$ cat src/rtl/can_gate_pkg.sv
/*
 * constants and types for the global switch-off and buffer ownership block.
 * assumes a single module clock and a synchronous active-low reset.
 */
// Function
// - normal switch-off discarded unless all modules init
// - armed forced shutdown switches off at once
// - any other next access disarms forced shutdown
// - control register read disarms forced shutdown
// - buffer contents undefined after reset or switch-off
// - ready bit clear blocks channel and bridge access
// - host writes to ready buffer are ignored
// - only upper sixteen buffers change owner
// - upper buffers owned by listen channel when running
// - listen channel stopped gives tester all buffers
// - listen modes never overwrite buffers holding new data
// - switched off: transmit recessive, buffers inaccessible
// - switching on starts both modules in init
package can_gate_pkg;

	// ************************************************************
	// buffer geometry
	// ************************************************************
	localparam int NUM_BUFFERS = 48;
	localparam int NUM_SHARED = 16;
	localparam int FIRST_SHARED = NUM_BUFFERS - NUM_SHARED;
	localparam int BUF_IDX_W = 6;

	// ************************************************************
	// mode encodings and reset values
	// ************************************************************
	localparam logic [2:0] OPERATING_MODE_FIELD_INIT = 3'h0;
	localparam logic [2:0] LISTEN_MIRROR = 3'h1;
	localparam logic [2:0] LISTEN_MIRROR_FILTER = 3'h2;
	localparam logic [2:0] LISTEN_RX_ONLY = 3'h3;
	localparam logic [1:0] PS_NONE = 2'h0;
	localparam logic [1:0] PS_SLEEP = 2'h1;
	localparam logic [1:0] PS_STOP = 2'h2;
	localparam logic GLOBAL_OPERATE_RESET = 1'b0;
	localparam logic FORCED_ENABLE_RESET = 1'b0;

	typedef enum logic {OWNER_TESTER, OWNER_LISTEN} owner_t;

endpackage

$ cat src/rtl/buf_req_if.sv
/*
 * carries one per-buffer request from the switch-off block to the ready table.
 * assumes both ends run on the same clock.
 */
`timescale 1ns/1ps
interface buf_req_if;
	logic wr;
	logic set;
	logic [can_gate_pkg::BUF_IDX_W-1:0] idx;
	logic [can_gate_pkg::NUM_BUFFERS-1:0] ready;
	modport src (output wr, output set, output idx, input ready);
	modport dst (input wr, input set, input idx, output ready);
endinterface

$ cat src/rtl/can_macro_shutdown_buffer_owner.sv
/*
 * global macro switch-off (normal and forced), ready-bit semaphore and
 * ownership of the upper shared buffers between tester and listen channels.
 * assumes the host access port is synchronous to clk_in, one access per
 * cycle, and that buffer storage itself lives outside this block.
 */
`timescale 1ns/1ps
module can_macro_shutdown_buffer_owner (
	// clock and reset
	input wire logic clk_in,
	input wire logic rst_b_in,
	// global macro control access
	input wire logic ctrl_wr_in,
	input wire logic ctrl_rd_in,
	input wire logic ctrl_set_operate_in,
	input wire logic ctrl_clr_operate_in,
	input wire logic ctrl_set_forced_in,
	input wire logic ctrl_clr_forced_in,
	input wire logic other_access_in,
	// host buffer access
	input wire logic buf_wr_in,
	input wire logic [can_gate_pkg::BUF_IDX_W-1:0] buf_idx_in,
	input wire logic ready_wr_in,
	input wire logic ready_val_in,
	// protocol side
	input wire logic tester_init_in,
	input wire logic listen_init_in,
	input wire logic [2:0] listen_mode_in,
	input wire logic [1:0] listen_ps_in,
	input wire logic chan_req_in,
	input wire logic chan_listen_in,
	input wire logic [can_gate_pkg::BUF_IDX_W-1:0] chan_idx_in,
	input wire logic chan_store_in,
	input wire logic new_data_in,
	input wire logic tester_tx_in,
	input wire logic listen_tx_in,
	// outputs
	output logic global_operate_out,
	output logic forced_shutdown_enable_out,
	output logic force_init_out,
	output logic buf_wr_ok_out,
	output logic chan_grant_out,
	output logic upper_owner_listen_out,
	output logic tester_tx_out,
	output logic listen_tx_out,
	output logic [can_gate_pkg::NUM_BUFFERS-1:0] ready_out
);
	logic global_operate;
	logic forced_shutdown_enable;
	logic armed_last;
	logic next_owner_listen;
	logic chan_ok;
	can_gate_pkg::owner_t owner;
	buf_req_if req ();

	ready_table #(
		.DEPTH(can_gate_pkg::NUM_BUFFERS)
	) u_ready (
		.clk_in(clk_in),
		.rst_b_in(rst_b_in),
		.req(req)
	);

	// ************************************************************
	// global operate and forced shutdown
	// ************************************************************
	always_ff @(posedge clk_in)
	begin
		if (!rst_b_in)
			global_operate <= can_gate_pkg::GLOBAL_OPERATE_RESET;
		else if (ctrl_wr_in && ctrl_set_operate_in && !global_operate)
			global_operate <= 1'b1;
		else if (ctrl_wr_in && ctrl_clr_operate_in && global_operate)
		begin
			// forced only counts if armed by the immediately preceding access
			if (forced_shutdown_enable && armed_last)
				global_operate <= 1'b0;
			else if (tester_init_in && listen_init_in)
				global_operate <= 1'b0;
			// otherwise the request is dropped
		end
	end

	always_ff @(posedge clk_in)
	begin
		if (!rst_b_in)
			forced_shutdown_enable <= can_gate_pkg::FORCED_ENABLE_RESET;
		else if (ctrl_wr_in && ctrl_set_forced_in)
			forced_shutdown_enable <= 1'b1;
		else if (ctrl_wr_in && ctrl_clr_forced_in)
			forced_shutdown_enable <= 1'b0;
		else if (forced_shutdown_enable && (ctrl_rd_in || other_access_in || ctrl_wr_in
			|| buf_wr_in || ready_wr_in))
			forced_shutdown_enable <= 1'b0;
	end

	// ************************************************************
	// forced arm window
	// ************************************************************
	// the arm only counts for the very next access, whatever it is:
	// buffer and ready-bit writes disarm as surely as register accesses,
	// so a stray access from an interrupt handler between the arming
	// write and the clearing write can never leave the macro armed.
	// idle cycles between the two writes do not disarm, since the host
	// port only sees accesses, not the instructions between them.
	// the clearing write itself also drops the arm, so a second clear
	// later on is a normal switch-off again and needs all modules in init.

	// marks that the last access was the arming write
	always_ff @(posedge clk_in)
	begin
		if (!rst_b_in)
			armed_last <= 1'b0;
		else if (ctrl_wr_in || ctrl_rd_in || other_access_in || buf_wr_in || ready_wr_in)
			armed_last <= ctrl_wr_in && ctrl_set_forced_in && !ctrl_clr_operate_in;
	end

	// ************************************************************
	// ready semaphore and buffer ownership
	// ************************************************************
	// buffers are untouched by switch-off: contents stay undefined
	// ready writes are dropped while the macro is off; the table keeps
	// whatever it held, which software must treat as undefined anyway
	assign req.wr = ready_wr_in && global_operate;
	assign req.set = ready_val_in;
	assign req.idx = buf_idx_in;

	always_comb
	begin
		next_owner_listen = 1'b0;
		if (!listen_init_in && listen_ps_in != can_gate_pkg::PS_STOP)
		begin
			unique case (listen_mode_in)
				can_gate_pkg::LISTEN_MIRROR,
				can_gate_pkg::LISTEN_MIRROR_FILTER,
				can_gate_pkg::LISTEN_RX_ONLY: next_owner_listen = 1'b1;
				default: next_owner_listen = 1'b0;
			endcase
		end
	end

	always_ff @(posedge clk_in)
	begin
		if (!rst_b_in)
			owner <= can_gate_pkg::OWNER_TESTER;
		else
			owner <= next_owner_listen ? can_gate_pkg::OWNER_LISTEN : can_gate_pkg::OWNER_TESTER;
	end

	// arbitration for one protocol-side request per cycle: the lower
	// buffers are fixed to the tester channel, the upper ones follow the
	// registered owner, so a mode change takes effect one cycle later
	always_comb
	begin
		chan_ok = global_operate && req.ready[chan_idx_in];
		if (chan_idx_in < can_gate_pkg::BUF_IDX_W'(can_gate_pkg::FIRST_SHARED))
			chan_ok = chan_ok && !chan_listen_in;
		else if (chan_idx_in < can_gate_pkg::BUF_IDX_W'(can_gate_pkg::NUM_BUFFERS))
		begin
			chan_ok = chan_ok && (chan_listen_in == (owner == can_gate_pkg::OWNER_LISTEN));
			if (chan_listen_in && chan_store_in && new_data_in)
				chan_ok = 1'b0;
		end
		else
			chan_ok = 1'b0;
	end

	// ************************************************************
	// registered outputs
	// ************************************************************
	always_ff @(posedge clk_in)
	begin
		if (!rst_b_in)
		begin
			global_operate_out <= 1'b0;
			forced_shutdown_enable_out <= 1'b0;
			force_init_out <= 1'b1;
			buf_wr_ok_out <= 1'b0;
			chan_grant_out <= 1'b0;
			upper_owner_listen_out <= 1'b0;
			tester_tx_out <= 1'b1;
			listen_tx_out <= 1'b1;
			ready_out <= '0;
		end
		else
		begin
			global_operate_out <= global_operate;
			forced_shutdown_enable_out <= forced_shutdown_enable;
			force_init_out <= !global_operate;
			buf_wr_ok_out <= buf_wr_in && global_operate && !req.ready[buf_idx_in];
			chan_grant_out <= chan_req_in && chan_ok;
			upper_owner_listen_out <= (owner == can_gate_pkg::OWNER_LISTEN);
			tester_tx_out <= global_operate ? tester_tx_in : 1'b1;
			listen_tx_out <= global_operate ? listen_tx_in : 1'b1;
			ready_out <= req.ready;
		end
	end
endmodule

$ cat src/rtl/ready_table.sv
/*
 * per-buffer ready bits, the semaphore between host and protocol side.
 * assumes writes are already gated by the global operate state.
 */
`timescale 1ns/1ps
module ready_table #(
	parameter int DEPTH = can_gate_pkg::NUM_BUFFERS
)(
	input wire logic clk_in,
	input wire logic rst_b_in,
	buf_req_if.dst req
);
	logic [DEPTH-1:0] ready;

	genvar i;
	generate
		for (i = 0; i < DEPTH; i++)
		begin : g_bit
			always_ff @(posedge clk_in)
			begin
				if (!rst_b_in)
					ready[i] <= 1'b0;
				else if (req.wr && req.idx == can_gate_pkg::BUF_IDX_W'(i))
					ready[i] <= req.set;
			end
		end
	endgenerate

	assign req.ready = ready;
endmodule

$ cat config.mk
export PLATFORM = sky130hd
export DESIGN_NAME = can_macro_shutdown_buffer_owner
export DESIGN_NICKNAME = d
export VERILOG_FILES = /design/src/rtl/can_gate_pkg.sv /design/src/rtl/buf_req_if.sv /design/src/rtl/can_macro_shutdown_buffer_owner.sv /design/src/rtl/ready_table.sv
export SDC_FILE = /design/constraint.sdc
export NUM_CORES = 1
export LEC_CHECK = 0
export BUFFER_PORTS_ARGS = -buffer_cell sky130_fd_sc_hd__buf_2
export CAP_MARGIN = 20
export CORE_ASPECT_RATIO = 0.5
export CORE_MARGIN = 2
export CORE_UTILIZATION = 55
export DETAILED_ROUTE_END_ITERATION = 7
export PLACE_DENSITY = 0.87
export SYNTH_ARGS = -nofsm -noshare
export SYNTH_HDL_FRONTEND = slang
export SYNTH_SLANG_ARGS = --single-unit
$ cat constraint.sdc
create_clock -name clk_in -period 2.11 [get_ports clk_in]
set_clock_uncertainty 0.15 [all_clocks]
set_input_delay 0.422 -clock clk_in [delete_from_list [all_inputs] [get_ports clk_in]]
set_output_delay 0.422 -clock clk_in [all_outputs]
set_load 0.01 [all_outputs]
==> out/results.tsv, run 1 <==
stage	metric	value	unit
floorplanning	die_w	134.5	um
global_routing	grt_max_degree	56	
critical_path	cp_top_family	simple AND/OR/NAND/NOR gates	
critical_path	cp.required	2.20	ns
floorplanning	die_area	9319	um^2
clock_tree	insertion_delay	0.35	ns
global_routing	grt-ovfl-total	0	
drt	wl_per_cell	18.71	um
drt	dr_total_vias	3936	
timing	rsz0062_at_grt	no	
timing	fmax	555.5	MHz
global_routing	grt_pass1_vias	3823	
place	placed_cells	662	
timing	fin_setup_tns	0	ns
clock_tree	postCtsHoldBufs	0	
final_layout	insertedDiodeCount	0	
clock_tree	post_cts_buffers	0	
critical_path	cp_num_buf_inv	1	
yosys	synth_top_area_share	46.14	%
timing	hold_ws	0.08328	ns
drt	antenna_left	0	
yosys	synth.top_cells.by_area	dfxtp_1, mux4_2, mux2i_1	
power	total_power	4.108	mW
clock_tree	cts_root_buf	clkbuf_16	
min_path	hp-class	input pin to register	
final_layout	layout.nets	598	
yosys	yosys.area.top_type	dfxtp_1	
place	place.gp.congestion	0.9448	
yosys	ys_warn_count	0	
timing	slew-limit-headroom	63.88	%
yosys	async_flop_share	0	%
critical_path	path_class	register to register	
drt	drc	0	
drt	totalWireLength	12680	um
final_layout	area_delta_synth_final	21.95	%
floorplanning	die_h	69.27	um
clock_tree	cts_tree	done	
timing	worst_pin_slew	0.5376	ns
power	ir_drop	0.0004322	V
clock_tree	cts_resized	0	
run	cap_violations	0	
critical_path	arrival	1.89	ns
floorplanning	core_area	8144	um^2
yosys	synth_edf_count	0	
critical_path	cp-start-kind	register	
power	p_per_area	718.9	nW/um^2
critical_path	endpoint_kind	register	
yosys	synth.net_count	498	
drt	drt_iter0_markers	510	
floorplanning	start_util	57.54	%
drt	via_per_inst	5.805	
global_routing	grt_pass1_wl	19890	um
final_layout	drive_above_1_share	29.86	%
place	hpwlAfterDp	8476	um
clock_tree	clock_sinks	108	
global_routing	grtUsageTotal	27.85	%
critical_path	crit_fanout	11	
timing	post-route-period-util	85.32	%
critical_path	cpPeakStageDelay	0.38	ns
critical_path	crit_path_top_delay_cell	dfxtp_1	
timing	hold_viol	0	
yosys	syn_inst	461	
drt	dr.pass1.iters	5	
yosys	netlist_area	4686	um^2
floorplanning	rows	23	
timing	drv_slew	0	
critical_path	reg2reg_setup_slack	0.31	ns
clock_tree	htree_levels	3	
clock_tree	clkSlewWorstSetupHoldPaths	0.07	ns
floorplanning	ioPinCount	93	
power	leakage	2.449	nW
critical_path	crit_path_cell_trace	nand2_1 -> nor3_2 -> buf_4 -> nand2_1 -> mux2i_1 -> nor2b_1	
clock_tree	clock_path_buffers	2	
clock_tree	numCtsBuffers	9	
yosys	ys_seq_elements	108	
place	portBuffers	91	
yosys	avgSynthCellArea	10.16	um^2
yosys	ys_types	40	
critical_path	crit_top_cell	nand2_1	
timing	fin_crit	1.800	ns
global_routing	antenna_found_initial	0	
final_layout	fin_cells	678	
yosys	synth_top_flop_cell	dfxtp_1	
outcome	status	finished, final reports clean	
yosys	seq_area_frac_synth	46.14	%
timing	finalSetupViolCount	0	
==> synth_stat cells (2+ instances only) <==
library cell / number
nand2b_1: 6
nand4b_1: 2
nand2_1: 58
buf_4: 2
buf_6: 2
mux4_2: 24
a31oi_1: 2
nand3_1: 16
o21ai_0: 11
clkbuf_1: 21
and2_1: 50
mux2_2: 2
nor2b_1: 26
nor2_1: 23
a21boi_1: 3
inv_1: 4
a21oi_1: 2
or2_2: 2
mux2i_1: 40
or3_1: 2
nor3_1: 5
dfxtp_1: 108
nor3_2: 2
buf_2: 8
a21boi_0: 21
nand4_1: 5
==> routing by layer <==
metal / share of wire, % / GRT usage (%)
met1: 40 / 35.31
met2: 46 / 43.88
met3: 11 / 9.795
met4: 2.9 / 10.99
met5: 0 / 0
==> worst paths after layout <==
| path | startpoint | endpoint | cells after the start |
|---|---|---|---|
| worst max-delay path | global_operate | u_ready.req.ready[28] | 6 |
| worst min register to register | armed_last | armed_last | 2 |
| worst max register to register | global_operate | u_ready.req.ready[28] | 6 |
| worst min-delay path | listen_mode_in[2] | owner | 2 |
==> layout by cell type, fill, tap and decap left out, types with 6 or more instances in the layout <==
cell       Yosys  final
dfxtp_1      108    108
buf_2          8     91
nand2_1       58     58
and2_1        50     50
mux2i_1       40     40
buf_4          2     28
nor2b_1       26     26
mux4_2        24     24
nor2_1        23     23
a21boi_0      21     21
nand3_1       16     16
o21ai_0       11     11
clkbuf_16      0      9
nand2b_1       6      6
==> sequential cells by signal (all words and copies together), names as in the netlist <==
signal,flops
ready_out,48
u_ready.req.ready,48
armed_last,1
buf_wr_ok_out,1
chan_grant_out,1
force_init_out,1
forced_shutdown_enable,1
forced_shutdown_enable_out,1
global_operate,1
global_operate_out,1
listen_tx_out,1
owner,1
tester_tx_out,1
upper_owner_listen_out,1
==> final cells by class <==
class / count / area [um^2]
well taps: 112 / 140.1
clock inverters: 4 / 72.57
flip-flops and latches: 108 / 2162
fillers: 593 / 2430
repair buffers: 122 / 725.7
inverters: 5 / 18.77
multi-input cells: 315 / 2349
clock buffers: 12 / 246.5
==> kinds of logic (layout without fill, tap and decap cells) <==
kind of cell / count (synthesis) / count (layout) / synth area share, %
AO/OA/AOI/OAI: 46 / 46 / 6.729
buffers and inverters: 38 / 143 / 3.738
flip-flops: 108 / 108 / 46.14
multiplexers: 66 / 66 / 20.56
AND/OR/NAND/NOR: 203 / 203 / 22.83
==> stage by stage <==
step	util [%]	area, um^2	setup slack (ns)
2_1_floorplan	-	4686	0.2561
3_3_place_gp	66.25	5395	0.04961
3_5_place_dp	66.25	5395	-0.01853
4_1_cts	70.16	5714	0.3352
5_1_grt	70.16	5714	0.2072
6_report	70.16	5714	0.3098
==> power breakdown <==
group | leakage, nW | total, mW | internal (mW) | switching (mW)
Clock | 0.153 | 1.78 | 1.07 | 0.714
Sequential | 0.871 | 2.05 | 2.05 | 0.00505
Combinational | 1.43 | 0.272 | 0.115 | 0.157
(Power assumes the default switching activity.)
==> inputs of run 2 (changes only) <==
--- a/config.mk
+++ b/config.mk
@@ -11,7 +11,7 @@
 export CORE_MARGIN = 2
 export CORE_UTILIZATION = 55
 export DETAILED_ROUTE_END_ITERATION = 7
-export PLACE_DENSITY = 0.87
+export PLACE_DENSITY = 0.8
 export SYNTH_ARGS = -nofsm -noshare
 export SYNTH_HDL_FRONTEND = slang
 export SYNTH_SLANG_ARGS = --single-unit
==> run 2 against run 1 <==
Effect of this change:
- sequential power about the same
- hold slack better by 0.0041 ns
- setup slack worse by 0.014 ns
- utilization unchanged
- non-clock buffer count unchanged
- first-iteration DRC count down 22%
- largest cell class unchanged
==> out/results.tsv, run 2 (synthesis gave the netlist of run 1 again) <==
stage	metric	value	unit	change
timing	drv_slew	0		unchanged
final_layout	largestRegisters	ready_out (48), u_ready.req.ready (48)		unchanged
clock_tree	cts_resized	0		unchanged
critical_path	path_class	input pin to register		was register to register
floorplanning	rows	23		unchanged
critical_path	r2r-end	buf_wr_ok_out		was u_ready.req.ready[28]
place	hpwlAfterDp	8398	um	was 8476 um
drt	wl_per_cell	17.41	um	was 18.71 um
critical_path	cp.required	2.25	ns	was 2.20 ns
drt	via_per_inst	5.538		was 5.805
power	leakage	2.450	nW	was 2.449 nW
floorplanning	core_area	8144	um^2	unchanged
min_path	hp-class	input pin to register		unchanged
power	p_per_area	712.3	nW/um^2	was 718.9 nW/um^2
final_layout	postLayoutCellArea	5714	um^2	unchanged
final_layout	insertedDiodeCount	0		unchanged
final_layout	fin_cells	677		was 678
timing	rsz0062_at_grt	no		unchanged
final_layout	drive_above_1_share	29.91	%	was 29.86%
clock_tree	numCtsBuffers	9		unchanged
min_path	holdPathEnd	owner		unchanged
critical_path	crit_fanout	6		was 11
drt	drt_iter0_markers	396		was 510
clock_tree	cts_root_buf	clkbuf_16		unchanged
timing	post-route-period-util	86.00	%	was 85.32%
floorplanning	die_area	9319	um^2	unchanged
floorplanning	die_w	134.5	um	unchanged
timing	worst_pin_slew	0.5144	ns	was 0.5376 ns
min_path	holdCritStartpoint	listen_mode_in[2]		unchanged
floorplanning	start_util	57.54	%	unchanged
run	cap_violations	0		unchanged
clock_tree	post_cts_buffers	0		unchanged
timing	hold_viol	0		unchanged
drt	met1_length	5478	um	was 5019 um
timing	hold_ws	0.08734	ns	was 0.08328 ns
timing	finalSetupViolCount	0		unchanged
critical_path	worst_r2r_path_depth	4		was 6
power	total_power	4.070	mW	was 4.108 mW
global_routing	antenna_found_initial	0		unchanged
timing	fmax	551.1	MHz	was 555.5 MHz
critical_path	arrival	1.95	ns	was 1.89 ns
drt	antenna_left	0		unchanged
drt	dr_total_vias	3749		was 3936
final_layout	area_delta_synth_final	21.95	%	unchanged
critical_path	reg2reg_setup_slack	0.37	ns	was 0.31 ns
clock_tree	insertion_delay	0.35	ns	about the same
drt	dr.max_layer_used	met4		unchanged
global_routing	grtUsageTotal	26.15	%	was 27.85%
place	placed_cell_area	5408	um^2	was 5395 um^2
global_routing	grt-ovfl-total	0		unchanged
clock_tree	clock_path_buffers	2		unchanged
drt	totalWireLength	11780	um	was 12680 um
drt	dr.pass1.iters	5		unchanged
power	ir_drop	0.0004530	V	was 0.0004322 V
final_layout	layout_common_cells	dfxtp_1, buf_2, nand2_1, and2_1, mux2i_1		unchanged
timing	slew-limit-headroom	65.58	%	was 63.88%
place	place.gp.congestion	0.9296		was 0.9448
global_routing	grt_max_degree	59		was 56
clock_tree	postCtsHoldBufs	0		unchanged
timing	fin_crit	1.814	ns	was 1.800 ns
critical_path	cp-start-kind	input pin		was register
floorplanning	die_h	69.27	um	unchanged
clock_tree	htree_levels	3		unchanged
floorplanning	ioPinCount	93		unchanged
global_routing	grt_pass1_wl	18690	um	was 19890 um
clock_tree	cts_tree	done		unchanged
outcome	status	finished, final reports clean		unchanged
place	placed_cells	662		unchanged
final_layout	layout.nets	598		unchanged
min_path	whs_path_depth	2		unchanged
clock_tree	clock_sinks	108		unchanged
final_layout	final_common_cell	dfxtp_1		unchanged
global_routing	grt_pass1_vias	3533		was 3823
critical_path	endpoint_kind	register		unchanged
clock_tree	clkSlewWorstSetupHoldPaths	0.07	ns	about the same
drt	wl_met2	5184	um	was 5879 um
drt	dr_wl_met3	999	um	was 1412 um
place	portBuffers	91		unchanged
critical_path	rr_startpoint	u_ready.req.ready[43]		was global_operate
drt	drc	0		unchanged
==> run 2: metrics by stage <==
step	worst slack [ns]	setup TNS [ns]	utilization, %
floorplan	0.2561	0	-
global placement	0.04214	0	66.40
detailed placement	-0.04930	-0.04930	66.40
CTS	0.3123	0	70.16
finish	0.2955	0	70.16
global route	0.2775	0	70.16
==> run 2: layout make-up <==
| cell class | instances | area [um^2] |
|---|---|---|
| well taps | 112 | 140.1 |
| inverters | 5 | 18.77 |
| multi-input cells | 315 | 2349 |
| repair buffers | 122 | 738.2 |
| clock buffers | 10 | 229.0 |
| clock inverters | 5 | 77.57 |
| fillers | 631 | 2430 |
| flip-flops and latches | 108 | 2162 |
==> run 2: worst max-delay path, stage by stage <==
cell and delay, ns:
buf_2 0.23, buf_12 0.15, mux4_2 0.50, mux2i_1 0.15, mux2i_1 0.09, mux2i_1 0.21
o2111a_1 0.20
==> run 2: layer usage <==
metal  up-vias  GRT usage, %
li1       1779             -
met3        13         6.579
met2       166         39.34
met4         0         6.901
met1      1791         37.73
met5         -             0
==> run 2: power by group <==
part	internal, mW	leakage, nW	switching, mW
combinational	0.117	1.43	0.153
sequential	2.05	0.871	0.00464
clock	1.03	0.148	0.719
total	3.19	2.45	0.877
==> run 2: worst max path at each step <==
stage                       start             to  depth (start not counted)
floorplan           buf_idx_in[1]  buf_wr_ok_out                          6
global placement    buf_idx_in[0]  buf_wr_ok_out                          7
detailed placement  buf_idx_in[0]  buf_wr_ok_out                          7
CTS                 buf_idx_in[0]  buf_wr_ok_out                          7
global route        buf_idx_in[0]  buf_wr_ok_out                          7
finish              buf_idx_in[0]  buf_wr_ok_out                          7
==> inputs of run 3 (changes only) <==
--- a/config.mk
+++ b/config.mk
@@ -5,10 +5,10 @@
 export SDC_FILE = /design/constraint.sdc
 export NUM_CORES = 1
 export LEC_CHECK = 0
+export ABC_CLOCK_PERIOD_IN_PS = 2110
 export BUFFER_PORTS_ARGS = -buffer_cell sky130_fd_sc_hd__buf_2
 export CAP_MARGIN = 20
 export CORE_ASPECT_RATIO = 0.5
-export CORE_MARGIN = 2
 export CORE_UTILIZATION = 55
 export DETAILED_ROUTE_END_ITERATION = 7
 export PLACE_DENSITY = 0.8
==> run 3 against run 2 <==
Effect of this change:
- total power down 6.7%
- highest routed layer unchanged
- clock power down 15%
- hold slack gained 0.0029 ns
==> out/results.tsv, run 3 (synthesis gave the netlist of run 1 again) <==
stage	metric	value	unit	change
floorplanning	ioPinCount	93		unchanged
final_layout	insertedDiodeCount	0		unchanged
timing	fin_setup_tns	0	ns	unchanged
place	portBuffers	91		unchanged
drt	totalWireLength	11300	um	was 11780 um
clock_tree	clock_path_buffers	2		unchanged
critical_path	cp-start-kind	register		was input pin
final_layout	layout_common_cells	dfxtp_1, buf_2, nand2_1, and2_1, mux2i_1		unchanged
timing	hold_viol	0		unchanged
global_routing	grt_max_degree	56		was 59
clock_tree	postCtsHoldBufs	0		unchanged
drt	drt_iter0_markers	316		was 396
clock_tree	cts_root_buf	clkbuf_16		unchanged
clock_tree	clock_sinks	108		unchanged
timing	finalSetupViolCount	0		unchanged
critical_path	endpoint_kind	register		unchanged
final_layout	drive_above_1_share	29.26	%	was 29.91%
final_layout	fin_cells	676		was 677
drt	dr.pass1.iters	5		unchanged
critical_path	path_class	register to register		was input pin to register
drt	via_per_inst	5.584		was 5.538
critical_path	cp.required	2.20	ns	was 2.25 ns
critical_path	arrival	1.94	ns	was 1.95 ns
clock_tree	cts_tree	done		unchanged
floorplanning	die_w	132.5	um	was 134.5 um
timing	slew-limit-headroom	60.61	%	was 65.58%
drt	drc	0		unchanged
critical_path	crit_path_cell_trace	nand2_1 -> or3_1 -> nor2_1 -> mux2i_1 -> nor2b_1		was buf_2 -> buf_12 -> mux4_2 -> mux2i_1 -> mux2i_1 -> mux2i_1 -> o2111a_1
final_layout	largestRegisters	ready_out (48), u_ready.req.ready (48)		unchanged
power	p_per_area	673.1	nW/um^2	was 712.3 nW/um^2
run	cap_violations	0		unchanged
clock_tree	htree_levels	3		unchanged
critical_path	cp_num_buf_inv	0		was 2
clock_tree	cts_resized	0		unchanged
final_layout	final_common_cell	dfxtp_1		unchanged
drt	dr_total_vias	3775		was 3749
place	place.gp.congestion	0.9109		was 0.9296
timing	drv_slew	0		unchanged
global_routing	grt_pass1_wl	17690	um	was 18690 um
floorplanning	rows	23		unchanged
timing	rsz0062_at_grt	no		unchanged
critical_path	cp_top_family	simple AND/OR/NAND/NOR gates		was multiplexers
outcome	status	finished, final reports clean		unchanged
timing	worst_pin_slew	0.5864	ns	was 0.5144 ns
place	placed_cells	661		was 662
place	hpwlAfterDp	8171	um	was 8398 um
final_layout	area_delta_synth_final	20.37	%	was 21.95%
power	leakage	2.411	nW	was 2.450 nW
critical_path	cpPeakStageDelay	0.46	ns	was 0.50 ns
global_routing	grt-ovfl-total	0		unchanged
drt	wl_per_cell	16.72	um	was 17.41 um
floorplanning	die_h	67.27	um	was 69.27 um
clock_tree	post_cts_buffers	0		unchanged
floorplanning	die_area	8915	um^2	was 9319 um^2
global_routing	antenna_found_initial	0		unchanged
floorplanning	core_area	8115	um^2	was 8144 um^2
power	ir_drop	0.0004039	V	was 0.0004530 V
clock_tree	insertion_delay	0.35	ns	about the same
drt	antenna_left	0		unchanged
final_layout	layout.nets	597		was 598
final_layout	fillers	623		was 631
clock_tree	numCtsBuffers	9		unchanged
min_path	hp-class	input pin to register		unchanged
floorplanning	start_util	57.74	%	was 57.54%
critical_path	crit_fanout	5		was 6
timing	post-route-period-util	87.74	%	was 86.00%
global_routing	grt_pass1_vias	3409		was 3533
global_routing	grtUsageTotal	26.70	%	was 26.15%
critical_path	crit_path_top_delay_cell	dfxtp_1		was mux4_2
timing	fin_crit	1.851	ns	was 1.814 ns
clock_tree	clkSlewWorstSetupHoldPaths	0.06	ns	was 0.07 ns
timing	fmax	540.1	MHz	was 551.1 MHz
==> run 3: cell type report <==
| cell class | instances | area (um^2) | area share (%) |
|---|---|---|---|
| inverter | 5 | 18.77 | 0.3327 |
| clock inverter | 2 | 12.51 | 0.2218 |
| sequential | 108 | 2162 | 38.33 |
| multi-input combinational | 315 | 2349 | 41.64 |
| tap | 112 | 140.1 | 2.484 |
| clock buffer | 13 | 240.2 | 4.259 |
| timing repair buffer | 121 | 718.2 | 12.73 |
==> run 3: stage by stage <==
stage | power (mW) | area (um^2) | setup slack, ns | hold WS (ns) | utilization [%]
final | 3.797 | 5640 | 0.2587 | 0.09025 | 69.50
after global routing | 3.919 | 5640 | 0.2169 | 0.08805 | 69.50
after CTS | 3.815 | 5640 | 0.3137 | 0.08892 | 69.50
after detailed placement | 2.358 | 5388 | 0.02656 | 0.3347 | 66.39
after global placement | 2.354 | 5388 | 0.02709 | 0.3120 | 66.39
after floorplan | 2.251 | 4686 | 0.2561 | 0.2657 | -
==> run 3: layer usage <==
metal	share of wire, %	track usage, %	wire, um
met5	0	0.5556	0
met1	44	35.39	5013
met2	44	42.04	4980
met3	10	8.408	1162
met4	1.3	8.621	145
==> run 3: worst register-to-register path, cell delays in order, from the launching register on <==
cell and delay, ns:
dfxtp_1 0.46, nand2_1 0.20, or3_1 0.45, nor2_1 0.22, mux2i_1 0.21, nor2b_1 0.06
==> run 3: worst paths after layout <==
path	from	end	slack [ns]	cells after the start
max	global_operate	u_ready.req.ready[11]	0.26	5
max reg2reg	global_operate	u_ready.req.ready[11]	0.26	5
min reg2reg	armed_last	armed_last	0.34	2
min	listen_mode_in[2]	owner	0.09	2
==> run 3: where the power goes <==
part           leakage (nW)  internal, mW  total [mW]  switching [mW]
combinational          1.42         0.113       0.262           0.149
sequential            0.871          2.05        2.05         0.00596
clock                 0.120         0.793        1.48           0.688
total                  2.41          2.95        3.80           0.843
